`config.mk`:
```
export PLATFORM = sky130hd
export DESIGN_NAME = ext_bus_ctrl
export DESIGN_NICKNAME = d
export VERILOG_FILES = /design/src/verilog/ext_bus_ctrl.v
export VERILOG_INCLUDE_DIRS = /design/src /design/src/verilog
export SDC_FILE = /design/constraint.sdc
export NUM_CORES = 1
export LEC_CHECK = 0
export ABC_AREA = 1
export BUFFER_PORTS_ARGS = -buffer_cell sky130_fd_sc_hd__buf_2
export CAP_MARGIN = 10
export CORE_UTILIZATION = 50
export CTS_BUF_LIST = sky130_fd_sc_hd__clkbuf_16
export CTS_CLUSTER_SIZE = 20
export DETAILED_ROUTE_END_ITERATION = 8
export GPL_TIMING_DRIVEN = 1
export HOLD_SLACK_MARGIN = 0.03
export PLACE_DENSITY = 0.91
export SYNTH_ARGS = -nofsm -noshare
export SYNTH_HDL_FRONTEND = slang
export SYNTH_SLANG_ARGS = --single-unit
```
`constraint.sdc`:
```
create_clock -name clk_i -period 3.1 [get_ports clk_i]
set_input_delay 0.93 -clock clk_i [delete_from_list [all_inputs] [get_ports clk_i]]
set_output_delay 0.93 -clock clk_i [all_outputs]
set_load 0.01 [all_outputs]
```
`src/verilog/ext_bus_ctrl_defines.vh`:
```
// offsets, field positions, reset values and region boundaries of the external bus block
`ifndef EXT_BUS_CTRL_DEFINES_VH
`define EXT_BUS_CTRL_DEFINES_VH

// register offsets on the plain register port
`define OFS_AUTO_WAIT_SELECT 8'hA5
`define OFS_ADDR_PIN_OUTPUT_SELECT 8'hA6
`define OFS_BUS_SIGNAL_SELECT 8'hA7
`define OFS_BUS_STATUS 8'hA8

// auto_wait_select fields
`define IO_REGION_WAIT_HI 7
`define IO_REGION_WAIT_LO 6
`define HIGH_REGION_WAIT_HI 5
`define HIGH_REGION_WAIT_LO 4
`define LOW_REGION_WAIT_HI 1
`define LOW_REGION_WAIT_LO 0

// bus_signal_select fields
`define BIT_CLK_OUT_EN 7
`define BIT_EXT_WAIT_IN_EN 6
`define BIT_BUS_HOLD_EN 5
`define BIT_IO_REGION_BYTE_WIDTH 4
`define BIT_HIGH_REGION_BYTE_WIDTH 3
`define BIT_WRITE_STROBE_EN 2
`define BIT_LOW_REGION_BYTE_WIDTH 1

// reset values
`define RST_IO_REGION_WAIT 2'h0
`define RST_HIGH_REGION_WAIT 2'h3
`define RST_LOW_REGION_WAIT 2'h0
`define RST_ADDR_PIN_OUTPUT_SELECT 8'h00
`define RST_CTRL_BIT 1'b0

// read answers
`define RD_WRITE_ONLY 8'hFF
`define RD_UNMAPPED 8'h00

// region boundaries (24-bit address)
`define IO_REGION_END 24'h00_00FF
`define IO_WIDTH_START 24'h00_00C0
`define LOW_REGION_START 24'h00_2000
`define HIGH_REGION_START 24'h80_0000

`endif

```
`src/verilog/ext_bus_ctrl.v`:
```
// external bus pin control: region waits, pin function select, bus cycles
`timescale 1ns/1ps
`default_nettype none
`include "ext_bus_ctrl_defines.vh"

// Notes on behaviour
// RULE1 - io region wait code gives 0-3 cycles
// RULE2 - high region wait, resets to three cycles
// RULE3 - low region wait, resets to zero
// RULE4 - address pin select: 0 address, 1 port
// RULE5 - address pin select clears on reset
// RULE6 - single chip blocks writes, all pins ports
// RULE7 - select registers write only, read ones
// RULE8 - clock output enable drives machine clock out
// RULE9 - ready enable accepts external ready input
// RULE10 - hold enable activates request and acknowledge
// RULE11 - io region bus size bit 16/8
// RULE12 - high region size resets from vector mode
// RULE13 - write strobe enable clear keeps ports
// RULE14 - unselected function pins act as ports
// RULE15 - 16-bit mode: two write strobes, read, latch
// RULE16 - strobe enable drives one or two strobes
// RULE17 - 8-bit mode upper strobe stays port
// RULE18 - low region bus size bit 16/8
// RULE19 - ready low stretches access with waits
// RULE20 - decode region, load wait counter first
module ext_bus_ctrl #(
  parameter ADDR_W = 24,
  parameter DATA_W = 16
) (
  // clock and reset
  input wire clk_i,
  input wire rst_n_i,
  // mode straps
  input wire single_chip_i,
  input wire bus16_i,
  input wire ext_vec_mode2_i,
  // register port
  input wire [7:0] reg_addr_i,
  input wire [7:0] reg_wdata_i,
  input wire reg_wr_i,
  input wire reg_rd_i,
  output reg [7:0] reg_rdata_o,
  // core access port
  input wire acc_req_i,
  input wire acc_write_i,
  input wire [ADDR_W-1:0] acc_addr_i,
  input wire [DATA_W-1:0] acc_wdata_i,
  output wire acc_ready_o,
  output reg acc_done_o,
  output reg [DATA_W-1:0] acc_rdata_o,
  output reg acc_width8_o,
  // external bus pins
  output reg [ADDR_W-1:0] addr_o,
  output reg addr_oe_o,
  output reg [DATA_W-1:0] data_o,
  output reg data_oe_o,
  input wire [DATA_W-1:0] data_i,
  output reg ale_o,
  output reg read_strobe_n_o,
  output reg write_strobe_n_o,
  output reg write_strobe_hi_n_o,
  output reg strobe_oe_o,
  output reg clk_out_o,
  input wire ext_wait_n_i,
  input wire hold_request_i,
  output reg hold_ack_n_o,
  // pin function select, 1 = bus function, 0 = general port
  output wire [7:0] upper_addr_func_o,
  output wire ale_rd_func_o,
  output wire write_lo_func_o,
  output wire write_hi_func_o,
  output wire ext_wait_func_o,
  output wire hold_func_o,
  output wire clk_func_o
);

  // bus cycle states
  localparam [2:0] ST_IDLE = 3'd0;
  localparam [2:0] ST_ALE = 3'd1;
  localparam [2:0] ST_STROBE = 3'd2;
  localparam [2:0] ST_END = 3'd3;
  localparam [2:0] ST_HOLD = 3'd4;

  // synchronisers for pins and straps
  reg [2:0] strap_s1_r, strap_s2_r;
  reg wait_s1_r, wait_s2_r, hreq_s1_r, hreq_s2_r;
  reg [DATA_W-1:0] din_s1_r, din_s2_r;
  wire single_chip = strap_s2_r[0];
  wire bus16 = strap_s2_r[1];

  // configuration registers
  reg [1:0] io_region_wait_r, high_region_wait_r, low_region_wait_r;
  reg [7:0] upper_addr_pin_port_sel_r;
  reg clk_out_en_r, ext_wait_in_en_r, bus_hold_en_r;
  reg io_region_byte_width_r, high_region_byte_width_r;
  reg low_region_byte_width_r, write_strobe_en_r;

  // bus cycle state
  reg [2:0] state_r, state_nxt;
  reg [1:0] wait_cnt_r;
  reg write_r, width8_r, single_acc_r;
  reg [ADDR_W-1:0] addr_r;
  reg [DATA_W-1:0] wdata_r;

  // straps and pins pass two flops before any logic sees them
  always @(posedge clk_i) begin
    strap_s1_r <= {ext_vec_mode2_i, bus16_i, single_chip_i};
    strap_s2_r <= strap_s1_r;
    wait_s1_r <= ext_wait_n_i;
    wait_s2_r <= wait_s1_r;
    hreq_s1_r <= hold_request_i;
    hreq_s2_r <= hreq_s1_r;
    din_s1_r <= data_i;
    din_s2_r <= din_s1_r;
  end

  // register writes; blocked entirely in single chip mode
  wire wr_ok = reg_wr_i & ~single_chip; // see RULE6
  always @(posedge clk_i) begin
    if (!rst_n_i) begin
      io_region_wait_r <= `RST_IO_REGION_WAIT; // see RULE1
      high_region_wait_r <= `RST_HIGH_REGION_WAIT; // see RULE2
      low_region_wait_r <= `RST_LOW_REGION_WAIT; // see RULE3
      upper_addr_pin_port_sel_r <= `RST_ADDR_PIN_OUTPUT_SELECT; // see RULE5
      clk_out_en_r <= `RST_CTRL_BIT;
      ext_wait_in_en_r <= `RST_CTRL_BIT;
      bus_hold_en_r <= `RST_CTRL_BIT;
      io_region_byte_width_r <= `RST_CTRL_BIT;
      write_strobe_en_r <= `RST_CTRL_BIT; // see RULE13
      low_region_byte_width_r <= `RST_CTRL_BIT;
      // strap already two flops deep, so it is a clocked sample
      high_region_byte_width_r <= strap_s2_r[2]; // see RULE12
    end else if (wr_ok && reg_addr_i == `OFS_AUTO_WAIT_SELECT) begin
      io_region_wait_r <=
        reg_wdata_i[`IO_REGION_WAIT_HI:`IO_REGION_WAIT_LO];
      high_region_wait_r <=
        reg_wdata_i[`HIGH_REGION_WAIT_HI:`HIGH_REGION_WAIT_LO];
      low_region_wait_r <=
        reg_wdata_i[`LOW_REGION_WAIT_HI:`LOW_REGION_WAIT_LO];
    end else if (wr_ok && reg_addr_i == `OFS_ADDR_PIN_OUTPUT_SELECT) begin
      upper_addr_pin_port_sel_r <= reg_wdata_i;
    end else if (wr_ok && reg_addr_i == `OFS_BUS_SIGNAL_SELECT) begin
      clk_out_en_r <= reg_wdata_i[`BIT_CLK_OUT_EN];
      ext_wait_in_en_r <= reg_wdata_i[`BIT_EXT_WAIT_IN_EN];
      bus_hold_en_r <= reg_wdata_i[`BIT_BUS_HOLD_EN];
      io_region_byte_width_r <= reg_wdata_i[`BIT_IO_REGION_BYTE_WIDTH];
      high_region_byte_width_r <= reg_wdata_i[`BIT_HIGH_REGION_BYTE_WIDTH];
      write_strobe_en_r <= reg_wdata_i[`BIT_WRITE_STROBE_EN];
      low_region_byte_width_r <= reg_wdata_i[`BIT_LOW_REGION_BYTE_WIDTH];
    end
  end

  // read answer one cycle after the strobe; config regs always read ones
  always @(posedge clk_i) begin
    if (!rst_n_i) begin
      reg_rdata_o <= `RD_UNMAPPED;
    end else if (!reg_rd_i) begin
      reg_rdata_o <= `RD_UNMAPPED;
    end else if (reg_addr_i == `OFS_AUTO_WAIT_SELECT ||
                 reg_addr_i == `OFS_ADDR_PIN_OUTPUT_SELECT ||
                 reg_addr_i == `OFS_BUS_SIGNAL_SELECT) begin
      reg_rdata_o <= `RD_WRITE_ONLY; // see RULE7
    end else if (reg_addr_i == `OFS_BUS_STATUS) begin
      reg_rdata_o <= {4'h0, state_r == ST_HOLD, state_r != ST_IDLE,
                      bus16, single_chip};
    end else begin
      reg_rdata_o <= `RD_UNMAPPED;
    end
  end

  // pin function selection; single chip forces every pin to port
  assign ale_rd_func_o = ~single_chip;
  assign clk_func_o = ~single_chip & clk_out_en_r; // see RULE8
  assign ext_wait_func_o = ~single_chip & ext_wait_in_en_r; // see RULE9
  assign hold_func_o = ~single_chip & bus_hold_en_r; // see RULE10
  assign write_lo_func_o = ~single_chip & write_strobe_en_r; // see RULE16
  // upper strobe exists only on a 16-bit bus
  assign write_hi_func_o = write_lo_func_o & bus16; // see RULE17

  // one selector per upper address pin
  genvar gi;
  generate
    for (gi = 0; gi < 8; gi = gi + 1) begin : g_upper_pin
      assign upper_addr_func_o[gi] =
        ~single_chip & ~upper_addr_pin_port_sel_r[gi]; // see RULE4 RULE14
    end
  endgenerate

  // region decode of the incoming address
  wire in_io = acc_addr_i <= `IO_REGION_END;
  wire in_io_w = in_io && acc_addr_i >= `IO_WIDTH_START;
  wire in_high = acc_addr_i >= `HIGH_REGION_START;
  wire in_low = ~in_high && acc_addr_i >= `LOW_REGION_START;
  reg [1:0] region_wait;
  reg region_w8;
  // wait field and width chosen by region
  always @* begin
    region_wait = 2'd0;
    region_w8 = ~bus16;
    if (in_io) begin
      region_wait = io_region_wait_r; // see RULE1
      if (in_io_w) region_w8 = ~bus16 | io_region_byte_width_r; // see RULE11
    end else if (in_high) begin
      region_wait = high_region_wait_r; // see RULE2
      region_w8 = ~bus16 | high_region_byte_width_r; // see RULE12
    end else if (in_low) begin
      region_wait = low_region_wait_r; // see RULE3
      region_w8 = ~bus16 | low_region_byte_width_r; // see RULE18
    end
  end

  // external ready counts only when its function is selected
  wire ext_stall = ext_wait_func_o & ~wait_s2_r; // see RULE19
  wire hold_req = hold_func_o & hreq_s2_r;
  assign acc_ready_o = (state_r == ST_IDLE) & ~hold_req;

  // bus cycle sequencer: latch, strobe with waits, end
  always @* begin
    state_nxt = state_r;
    case (state_r)
      ST_IDLE: begin
        if (hold_req) state_nxt = ST_HOLD; // see RULE10
        else if (acc_req_i) state_nxt = single_chip ? ST_END : ST_ALE;
      end
      ST_ALE: state_nxt = ST_STROBE;
      ST_STROBE: begin
        if (wait_cnt_r == 2'd0 && !ext_stall) state_nxt = ST_END;
      end
      ST_END: state_nxt = ST_IDLE;
      ST_HOLD: begin
        if (!hold_req) state_nxt = ST_IDLE;
      end
      default: state_nxt = ST_IDLE;
    endcase
  end

  // sequencer registers and captured request
  always @(posedge clk_i) begin
    if (!rst_n_i) begin
      state_r <= ST_IDLE;
      wait_cnt_r <= 2'd0;
      write_r <= 1'b0;
      width8_r <= 1'b0;
      single_acc_r <= 1'b0;
      addr_r <= {ADDR_W{1'b0}};
      wdata_r <= {DATA_W{1'b0}};
    end else begin
      state_r <= state_nxt;
      if (state_r == ST_IDLE && acc_req_i && !hold_req) begin
        write_r <= acc_write_i;
        addr_r <= acc_addr_i;
        wdata_r <= acc_wdata_i;
        width8_r <= region_w8;
        single_acc_r <= single_chip;
        wait_cnt_r <= region_wait; // see RULE20
      end else if (state_r == ST_STROBE && wait_cnt_r != 2'd0) begin
        wait_cnt_r <= wait_cnt_r - 2'd1; // see RULE1 RULE2 RULE3
      end
    end
  end

  // pin drive and answer to the core, all from flops
  always @(posedge clk_i) begin
    if (!rst_n_i) begin
      addr_o <= {ADDR_W{1'b0}};
      addr_oe_o <= 1'b0;
      data_o <= {DATA_W{1'b0}};
      data_oe_o <= 1'b0;
      ale_o <= 1'b0;
      read_strobe_n_o <= 1'b1;
      write_strobe_n_o <= 1'b1;
      write_strobe_hi_n_o <= 1'b1;
      strobe_oe_o <= 1'b0;
      clk_out_o <= 1'b0;
      hold_ack_n_o <= 1'b1;
      acc_done_o <= 1'b0;
      acc_rdata_o <= {DATA_W{1'b0}};
      acc_width8_o <= 1'b0;
    end else begin
      // machine cycle clock, half rate of clk_i so every edge is seen
      clk_out_o <= clk_func_o & ~clk_out_o; // see RULE8
      // bus released to the other master while held
      hold_ack_n_o <= ~(state_nxt == ST_HOLD); // see RULE10
      addr_oe_o <= ~single_chip & (state_nxt != ST_HOLD);
      strobe_oe_o <= ~single_chip & (state_nxt != ST_HOLD);
      ale_o <= (state_nxt == ST_ALE); // see RULE15
      if (state_nxt == ST_ALE) addr_o <= addr_r;
      if (state_r == ST_IDLE && acc_req_i && !hold_req) addr_o <= acc_addr_i;
      read_strobe_n_o <= ~(state_nxt == ST_STROBE && !write_r); // see RULE15
      // 8-bit width uses the low strobe only
      write_strobe_n_o <= ~(state_nxt == ST_STROBE && write_r &&
                            write_lo_func_o); // see RULE16 RULE13
      write_strobe_hi_n_o <= ~(state_nxt == ST_STROBE && write_r &&
                               write_hi_func_o && !width8_r); // see RULE15
      data_oe_o <= write_r && state_nxt == ST_STROBE;
      data_o <= wdata_r;
      acc_done_o <= (state_r == ST_END);
      acc_width8_o <= width8_r;
      // read data taken at cycle end; single chip gives no data
      if (state_r == ST_END && !write_r) begin
        acc_rdata_o <= single_acc_r ? {DATA_W{1'b0}} :
          (width8_r ? {{(DATA_W-8){1'b0}}, din_s2_r[7:0]} : din_s2_r);
      end
    end
  end

endmodule // ext_bus_ctrl
`default_nettype wire

```
==> results.sh, run 1 <==
export IMPL_status="complete, no violations"
export IMPL_power_density_nw_per_um2=716
export IMPL_cts_hold_fix_buffers=0
export IMPL_die_area_um2=10900
export IMPL_crit_family="flip-flops"
export IMPL_clockPowerShare=0.432
export IMPL_start_util=0.525
export IMPL_grt_max_degree=87
export IMPL_p_int_mw=3.45
export IMPL_syn_to_final_growth_pct=28.0
export IMPL_crit_path_start="strap_s2_r[0]"
export IMPL_max_stage_delay_ns=0.54
export IMPL_final_common_cell="buf_2"
export IMPL_path_cells="buf_4, nor2_1, buf_2"
export IMPL_portBuffers=172
export IMPL_drtIter0Drc=320
export IMPL_worstMarginPinSlew_ns=0.816
export IMPL_finalCriticalPeriod_ns=2.44
export IMPL_worst_setup_path_end_kind="output port"
export IMPL_first_global_vias=4361
export IMPL_clkLatencyLatePin_ns=0.42
export IMPL_tns_ns=0
export IMPL_n_antenna_cell=0
export IMPL_post_dp_cell_area_um2=6080
export IMPL_stdcell_count=921
export IMPL_hold_viol=0
export IMPL_syn_area_um2=5230
export IMPL_htreeDepth=4
export IMPL_rr_endpoint="write_strobe_hi_n_o"
export IMPL_power_switching_mw=1.34
export IMPL_die_w_um=104
export IMPL_fin_skew_ns=0.0112
export IMPL_utilization=0.672
export IMPL_grt_ovfl_total=0
export IMPL_wl_um=12600
export IMPL_post_cts_buffers=0
export IMPL_whs_ns=0.327
export IMPL_cpMaxStageDelayCell="dfxtp_1"
export IMPL_comb_power_share=0.104
export IMPL_place_congestion=0.819
export IMPL_crit_fanout=14
export IMPL_layout_drive_gt1_share=0.280
export IMPL_viasPerCell=4.98
export IMPL_crit_required_ns=2.17
export IMPL_wl_met1_um=5330
export IMPL_rsz0062_at_grt="no"
export IMPL_dp_cells=889
export IMPL_critical_path_class="reg2out"
export IMPL_cts_resized_gates=0
export IMPL_post_route_drc_count=0
export IMPL_seqPwrFrac=0.465
export IMPL_ir_drop_uv=382
export IMPL_ys_types=30
export IMPL_setup_viol=0
export IMPL_power_share_switching=0.280
export IMPL_slew_viol_final=0
export IMPL_coreArea_um2=9950
export IMPL_row_count=36
export IMPL_ys_seq_elements=158
export IMPL_finish_instance_area_um2=6690
export IMPL_yosysWarningCount=0
export IMPL_vias=4586
export IMPL_cap_violations=0
export IMPL_routed_wl_met2_um=6250
export IMPL_pre_cts_slack_ns=0.842
export IMPL_final_cell_mix="172 x buf_2, 157 x dfxtp_1, 135 x nor2_1"
export IMPL_syn_inst=612
export IMPL_dr_pass1_iters=6
export IMPL_slew_headroom=0.455
export IMPL_cts_tree="built"
export IMPL_antenna_found_initial=0
export IMPL_hold_path_startpoint="din_s1_r[10]"
export IMPL_cp_depth=3
export IMPL_hold_path_class="reg2reg"
export IMPL_reg2reg_from="strap_s2_r[0]"
export IMPL_start_kind="flip-flop"
export IMPL_grt_pass1_wl_um=20500
export IMPL_path_buf_inv=2
export IMPL_fin_crit_sh=0.788
export IMPL_cp_arrival_ns=1.51
export IMPL_num_io_pins=173
export IMPL_setup_ws_ns=0.656
export IMPL_r2r_slack_ns=1.26
export IMPL_wl_met3_um=782
export IMPL_total_leakage_power_nw=3.31
export IMPL_die_y_um=104
export IMPL_clkTransAtPathRegs_ns=0.07
export IMPL_grtUsageTotal=0.238
export IMPL_ys_seq_area_frac=0.607
export IMPL_reg2reg_depth=7
export IMPL_synth_nets=696
export IMPL_top_layer="met4"
export IMPL_antenna_left=0
export IMPL_clockBufferDepth=2
export IMPL_syn_mean_instance_area_um2=8.54
export IMPL_detail_route_wl_per_cell_um=13.7
export IMPL_total_power_mw=4.79
export IMPL_timing_fmax_mhz=409
export IMPL_endpoint="write_lo_func_o"
export IMPL_clockRootBuffer="clkbuf_16"
export IMPL_hpwl_um=8450
export IMPL_numCtsBuffers=17
export IMPL_numClockSinks=158
export IMPL_layout_nets=859
layer usage:
layer  vias to the layer above  GRT usage
met4                         0     0.0959
met1                      2108      0.285
li1                       2262          -
met2                       192      0.409
met3                        24     0.0602
met5                         -          0
kinds of logic after synthesis:
logic type | synth area share
AOI/OAI and AO/OA | 0.0958
adders and majority gates | 0.00239
buffers and inverters | 0.0797
DFF | 0.607
and+or+nand+nor | 0.215
how the worst min path moves through the flow:
| stage | endpoint | slack (ns) | depth (start not counted) |
|---|---|---|---|
| 2_1_floorplan | din_s2_r[0] | 0.31 | 0 |
| 3_3_place_gp | din_s2_r[0] | 0.31 | 0 |
| 3_5_place_dp | din_s2_r[10] | 0.31 | 0 |
| 4_1_cts | din_s2_r[10] | 0.33 | 0 |
| 5_1_grt | din_s2_r[3] | 0.33 | 0 |
| 6_report | din_s2_r[10] | 0.33 | 0 |
state kept, by name, indices dropped and copies added, names as in the netlist, 2 cells and up:
signal,count
acc_rdata_o,16
addr_o,24
data_o,16
din_s1_r,16
din_s2_r,16
high_region_wait_r,2
io_region_wait_r,2
low_region_wait_r,2
reg_rdata_o,5
state_r,3
strap_s1_r,3
strap_s2_r,3
upper_addr_pin_port_sel_r,8
wait_cnt_r,2
wdata_r,16
cell type report:
| class | count | area (um^2) |
|---|---|---|
| clock buffers | 17 | 425 |
| clock inverters | 15 | 186 |
| fillers | 801 | 3270 |
| inverters | 56 | 210 |
| multi-input cells | 366 | 1640 |
| flip-flops and latches | 158 | 3170 |
| well taps | 133 | 166 |
| repair buffers | 176 | 891 |
cells in the mapped netlist:
master    number  area share
o21a_1         1      0.0014
nand4_1        2      0.0024
buf_4          5      0.0072
inv_2          4      0.0029
nor3_1         8      0.0077
nor2_1       135       0.097
o21ai_0       63       0.060
o21ai_2        1      0.0017
nor4_1         3      0.0036
nor2_2         1      0.0012
dfxtp_1      157        0.60
ha_1           1      0.0024
clkbuf_1      12      0.0086
nand3_1       34       0.033
edfxtp_1       1      0.0057
nand2_1       75       0.054
nand3_2        2      0.0038
inv_1         52       0.037
o21ai_1        2      0.0019
buf_2          6      0.0057
nand2_2        2      0.0024
nor2_8         1      0.0038
or2_1          1      0.0012
a21oi_2        1      0.0017
nor3_4         1      0.0031
and2_1         1      0.0012
and2_0         1      0.0012
buf_1          1     0.00072
a21oi_1       30       0.029
buf_6          8       0.017
power groups by stage:
stage,sequential (mW),combinational (mW),clock [mW]
after floorplan,2.29,0.280,0
after global placement,2.26,0.470,0
after detailed placement,2.27,0.487,0
after CTS,2.22,0.495,2.09
after global routing,2.24,0.554,2.18
final,2.22,0.496,2.07
No activity file was read; power rests on OpenSTA's default activity.
==> run 2, diff against run 1 <==
--- a/config.mk
+++ b/config.mk
@@ -9,13 +9,13 @@
 export ABC_AREA = 1
 export BUFFER_PORTS_ARGS = -buffer_cell sky130_fd_sc_hd__buf_2
 export CAP_MARGIN = 10
-export CORE_UTILIZATION = 50
+export CORE_UTILIZATION = 44
 export CTS_BUF_LIST = sky130_fd_sc_hd__clkbuf_16
 export CTS_CLUSTER_SIZE = 20
 export DETAILED_ROUTE_END_ITERATION = 8
 export GPL_TIMING_DRIVEN = 1
 export HOLD_SLACK_MARGIN = 0.03
-export PLACE_DENSITY = 0.91
+export PLACE_DENSITY = 0.86
 export SYNTH_ARGS = -nofsm -noshare
 export SYNTH_HDL_FRONTEND = slang
 export SYNTH_SLANG_ARGS = --single-unit
==> constraint.sdc (replaced) <==
create_clock -name clk_i -period 1.98 [get_ports clk_i]
set_input_delay 0.594 -clock clk_i [delete_from_list [all_inputs] [get_ports clk_i]]
set_output_delay 0.594 -clock clk_i [all_outputs]
set_load 0.01 [all_outputs]
==> results.sh, run 2 (same netlist as run 1, synthesis figures left out) <==
export IMPL_path_cells="buf_8, nor3_1, buf_2"
export IMPL_clockBufferDepth=2
export IMPL_total_leakage_power_nw=3.37
export IMPL_numCtsBuffers=17
export IMPL_crit_path_start="strap_s2_r[0]"
export IMPL_cp_depth=3
export IMPL_worst_setup_path_end_kind="output port"
export IMPL_rr_endpoint="wait_cnt_r[1]"
export IMPL_wl_um=11900
export IMPL_layout_nets=867
export IMPL_clkLatencyLatePin_ns=0.41
export IMPL_slew_headroom=0.637
export IMPL_worstMarginPinSlew_ns=0.543
export IMPL_row_count=39
export IMPL_reg2reg_depth=11
export IMPL_cap_violations=0
export IMPL_vias=4367
export IMPL_die_area_um2=12300
export IMPL_tns_ns=0
export IMPL_cp_arrival_ns=1.27
export IMPL_antenna_found_initial=0
export IMPL_max_stage_delay_ns=0.36
export IMPL_cts_tree="built"
export IMPL_antenna_left=0
export IMPL_grt_max_degree=45
export IMPL_total_power_mw=7.49
export IMPL_critical_path_class="reg2out"
export IMPL_failed_checks="design-rule violations"
export IMPL_power_density_nw_per_um2=1110
export IMPL_final_common_cell="buf_2"
export IMPL_grt_pass1_wl_um=19500
export IMPL_nFillCells=1053
export IMPL_num_io_pins=173
export IMPL_viasPerCell=4.65
export IMPL_clkTransAtPathRegs_ns=0.06
export IMPL_place_congestion=0.840
export IMPL_dr_pass1_iters=6
export IMPL_start_util=0.454
export IMPL_n_antenna_cell=0
export IMPL_syn_to_final_growth_pct=29.7
export IMPL_htreeDepth=4
export IMPL_timing_fmax_mhz=535
export IMPL_slew_viol_final=0
export IMPL_crit_family="flip-flops"
export IMPL_cts_hold_fix_buffers=0
export IMPL_endpoint="write_hi_func_o"
export IMPL_hold_viol=0
export IMPL_final_cell_mix="172 x buf_2, 156 x dfxtp_1, 135 x nor2_1"
export IMPL_rsz0062_at_grt="no"
export IMPL_coreArea_um2=11500
export IMPL_die_y_um=111
export IMPL_crit_fanout=18
export IMPL_holdPathStages=1
export IMPL_setup_viol=0
export IMPL_largest_reg_flops=24
export IMPL_fin_skew_ns=0.00809
export IMPL_largest_register="addr_o"
export IMPL_portBuffers=172
export IMPL_fin_crit_sh=0.943
export IMPL_crit_required_ns=1.39
export IMPL_hpwl_um=8530
export IMPL_numClockSinks=158
export IMPL_layout_drive_gt1_share=0.288
export IMPL_reg2reg_from="state_r[1]"
export IMPL_detail_route_wl_per_cell_um=12.7
export IMPL_start_kind="flip-flop"
export IMPL_hold_path_class="in2reg"
export IMPL_die_w_um=111
export IMPL_drtIter0Drc=329
export IMPL_grt_ovfl_total=0
export IMPL_path_buf_inv=2
export IMPL_r2r_slack_ns=0.33
export IMPL_status="finished with violations"
export IMPL_finalCriticalPeriod_ns=1.87
export IMPL_post_route_drc_count=22
export IMPL_first_global_vias=4088
export IMPL_cpMaxStageDelayCell="dfxtp_2"
export IMPL_clockRootBuffer="clkbuf_16"
export IMPL_grtUsageTotal=0.202
export IMPL_ir_drop_uv=606
## run 2: cell types whose count changed in the layout (fill, tap and decap cells not counted), moves of 2 or more
cell and delta:
inv_2 +2, clkinv_1 +2, inv_8 -5, bufinv_16 +3, clkinv_8 -5, buf_4 +6
clkinv_4 +3
## run 2: worst min path at each step
stage	slack [ns]	start	endpoint
finish	0.28	data_i[8]	din_s1_r[8]
floorplan	0.31	din_s1_r[0]	din_s2_r[0]
CTS	0.26	data_i[8]	din_s1_r[8]
global placement	0.31	din_s1_r[8]	din_s2_r[8]
global route	0.26	data_i[5]	din_s1_r[5]
detailed placement	0.31	din_s1_r[13]	din_s2_r[13]
## run 2: area by class of cell
class	count	area [um^2]	share of cell area
Sequential cell	158	3170	0.468
Multi-Input combinational cell	366	1650	0.243
Timing Repair Buffer	184	971	0.143
Clock buffer	17	425	0.0628
Inverter	56	210	0.0310
Tap cell	143	179	0.0264
Clock inverter	15	170	0.0251
## run 2: what timing repair did
| item | in CTS | in global routing |
|---|---|---|
| pin swaps | 0 | 1 |
| setup endpoints to repair | 3 | 3 |
| hold endpoints to repair | 0 | 0 |
| gates resized for setup | 1 | 7 |
| setup buffers | 0 | 1 |
## run 2: per-stage QoR
stage	util	hold slack (ns)	area [um^2]	setup slack (ns)	instances
2_1_floorplan	-	0.310	5230	0.479	612
3_3_place_gp	0.534	0.310	6150	0.202	906
5_1_grt	0.589	0.264	6780	0.0118	939
4_1_cts	0.586	0.262	6750	0.0185	938
3_5_place_dp	0.534	0.312	6150	0.136	906
6_report	0.589	0.282	6780	0.112	939
## run 2: worst reg2reg max path, stage by stage (launching register included)
cell	delay [ns]
dfxtp_1	0.33
inv_2	0.07
nand2_4	0.07
nor2_4	0.12
buf_4	0.11
nand3_2	0.16
inv_2	0.13
buf_4	0.29
nand2_1	0.09
inv_1	0.05
nand2_1	0.05
a21oi_1	0.11
## run 2: where the power goes
group,leakage (nW),internal (mW),switching [mW]
registers,1.30,3.40,0.0854
logic,1.77,0.311,0.486
clock network,0.295,1.98,1.24
total,3.37,5.69,1.81
## run 2: layer usage
layer | vias to the layer above | GRT usage | routed length (um)
li1 | 2276 | - | -
met1 | 1931 | 0.259 | 5330
met2 | 137 | 0.322 | 5600
met4 | 0 | 0.108 | 325
met5 | - | 0 | 0
met3 | 23 | 0.0410 | 645
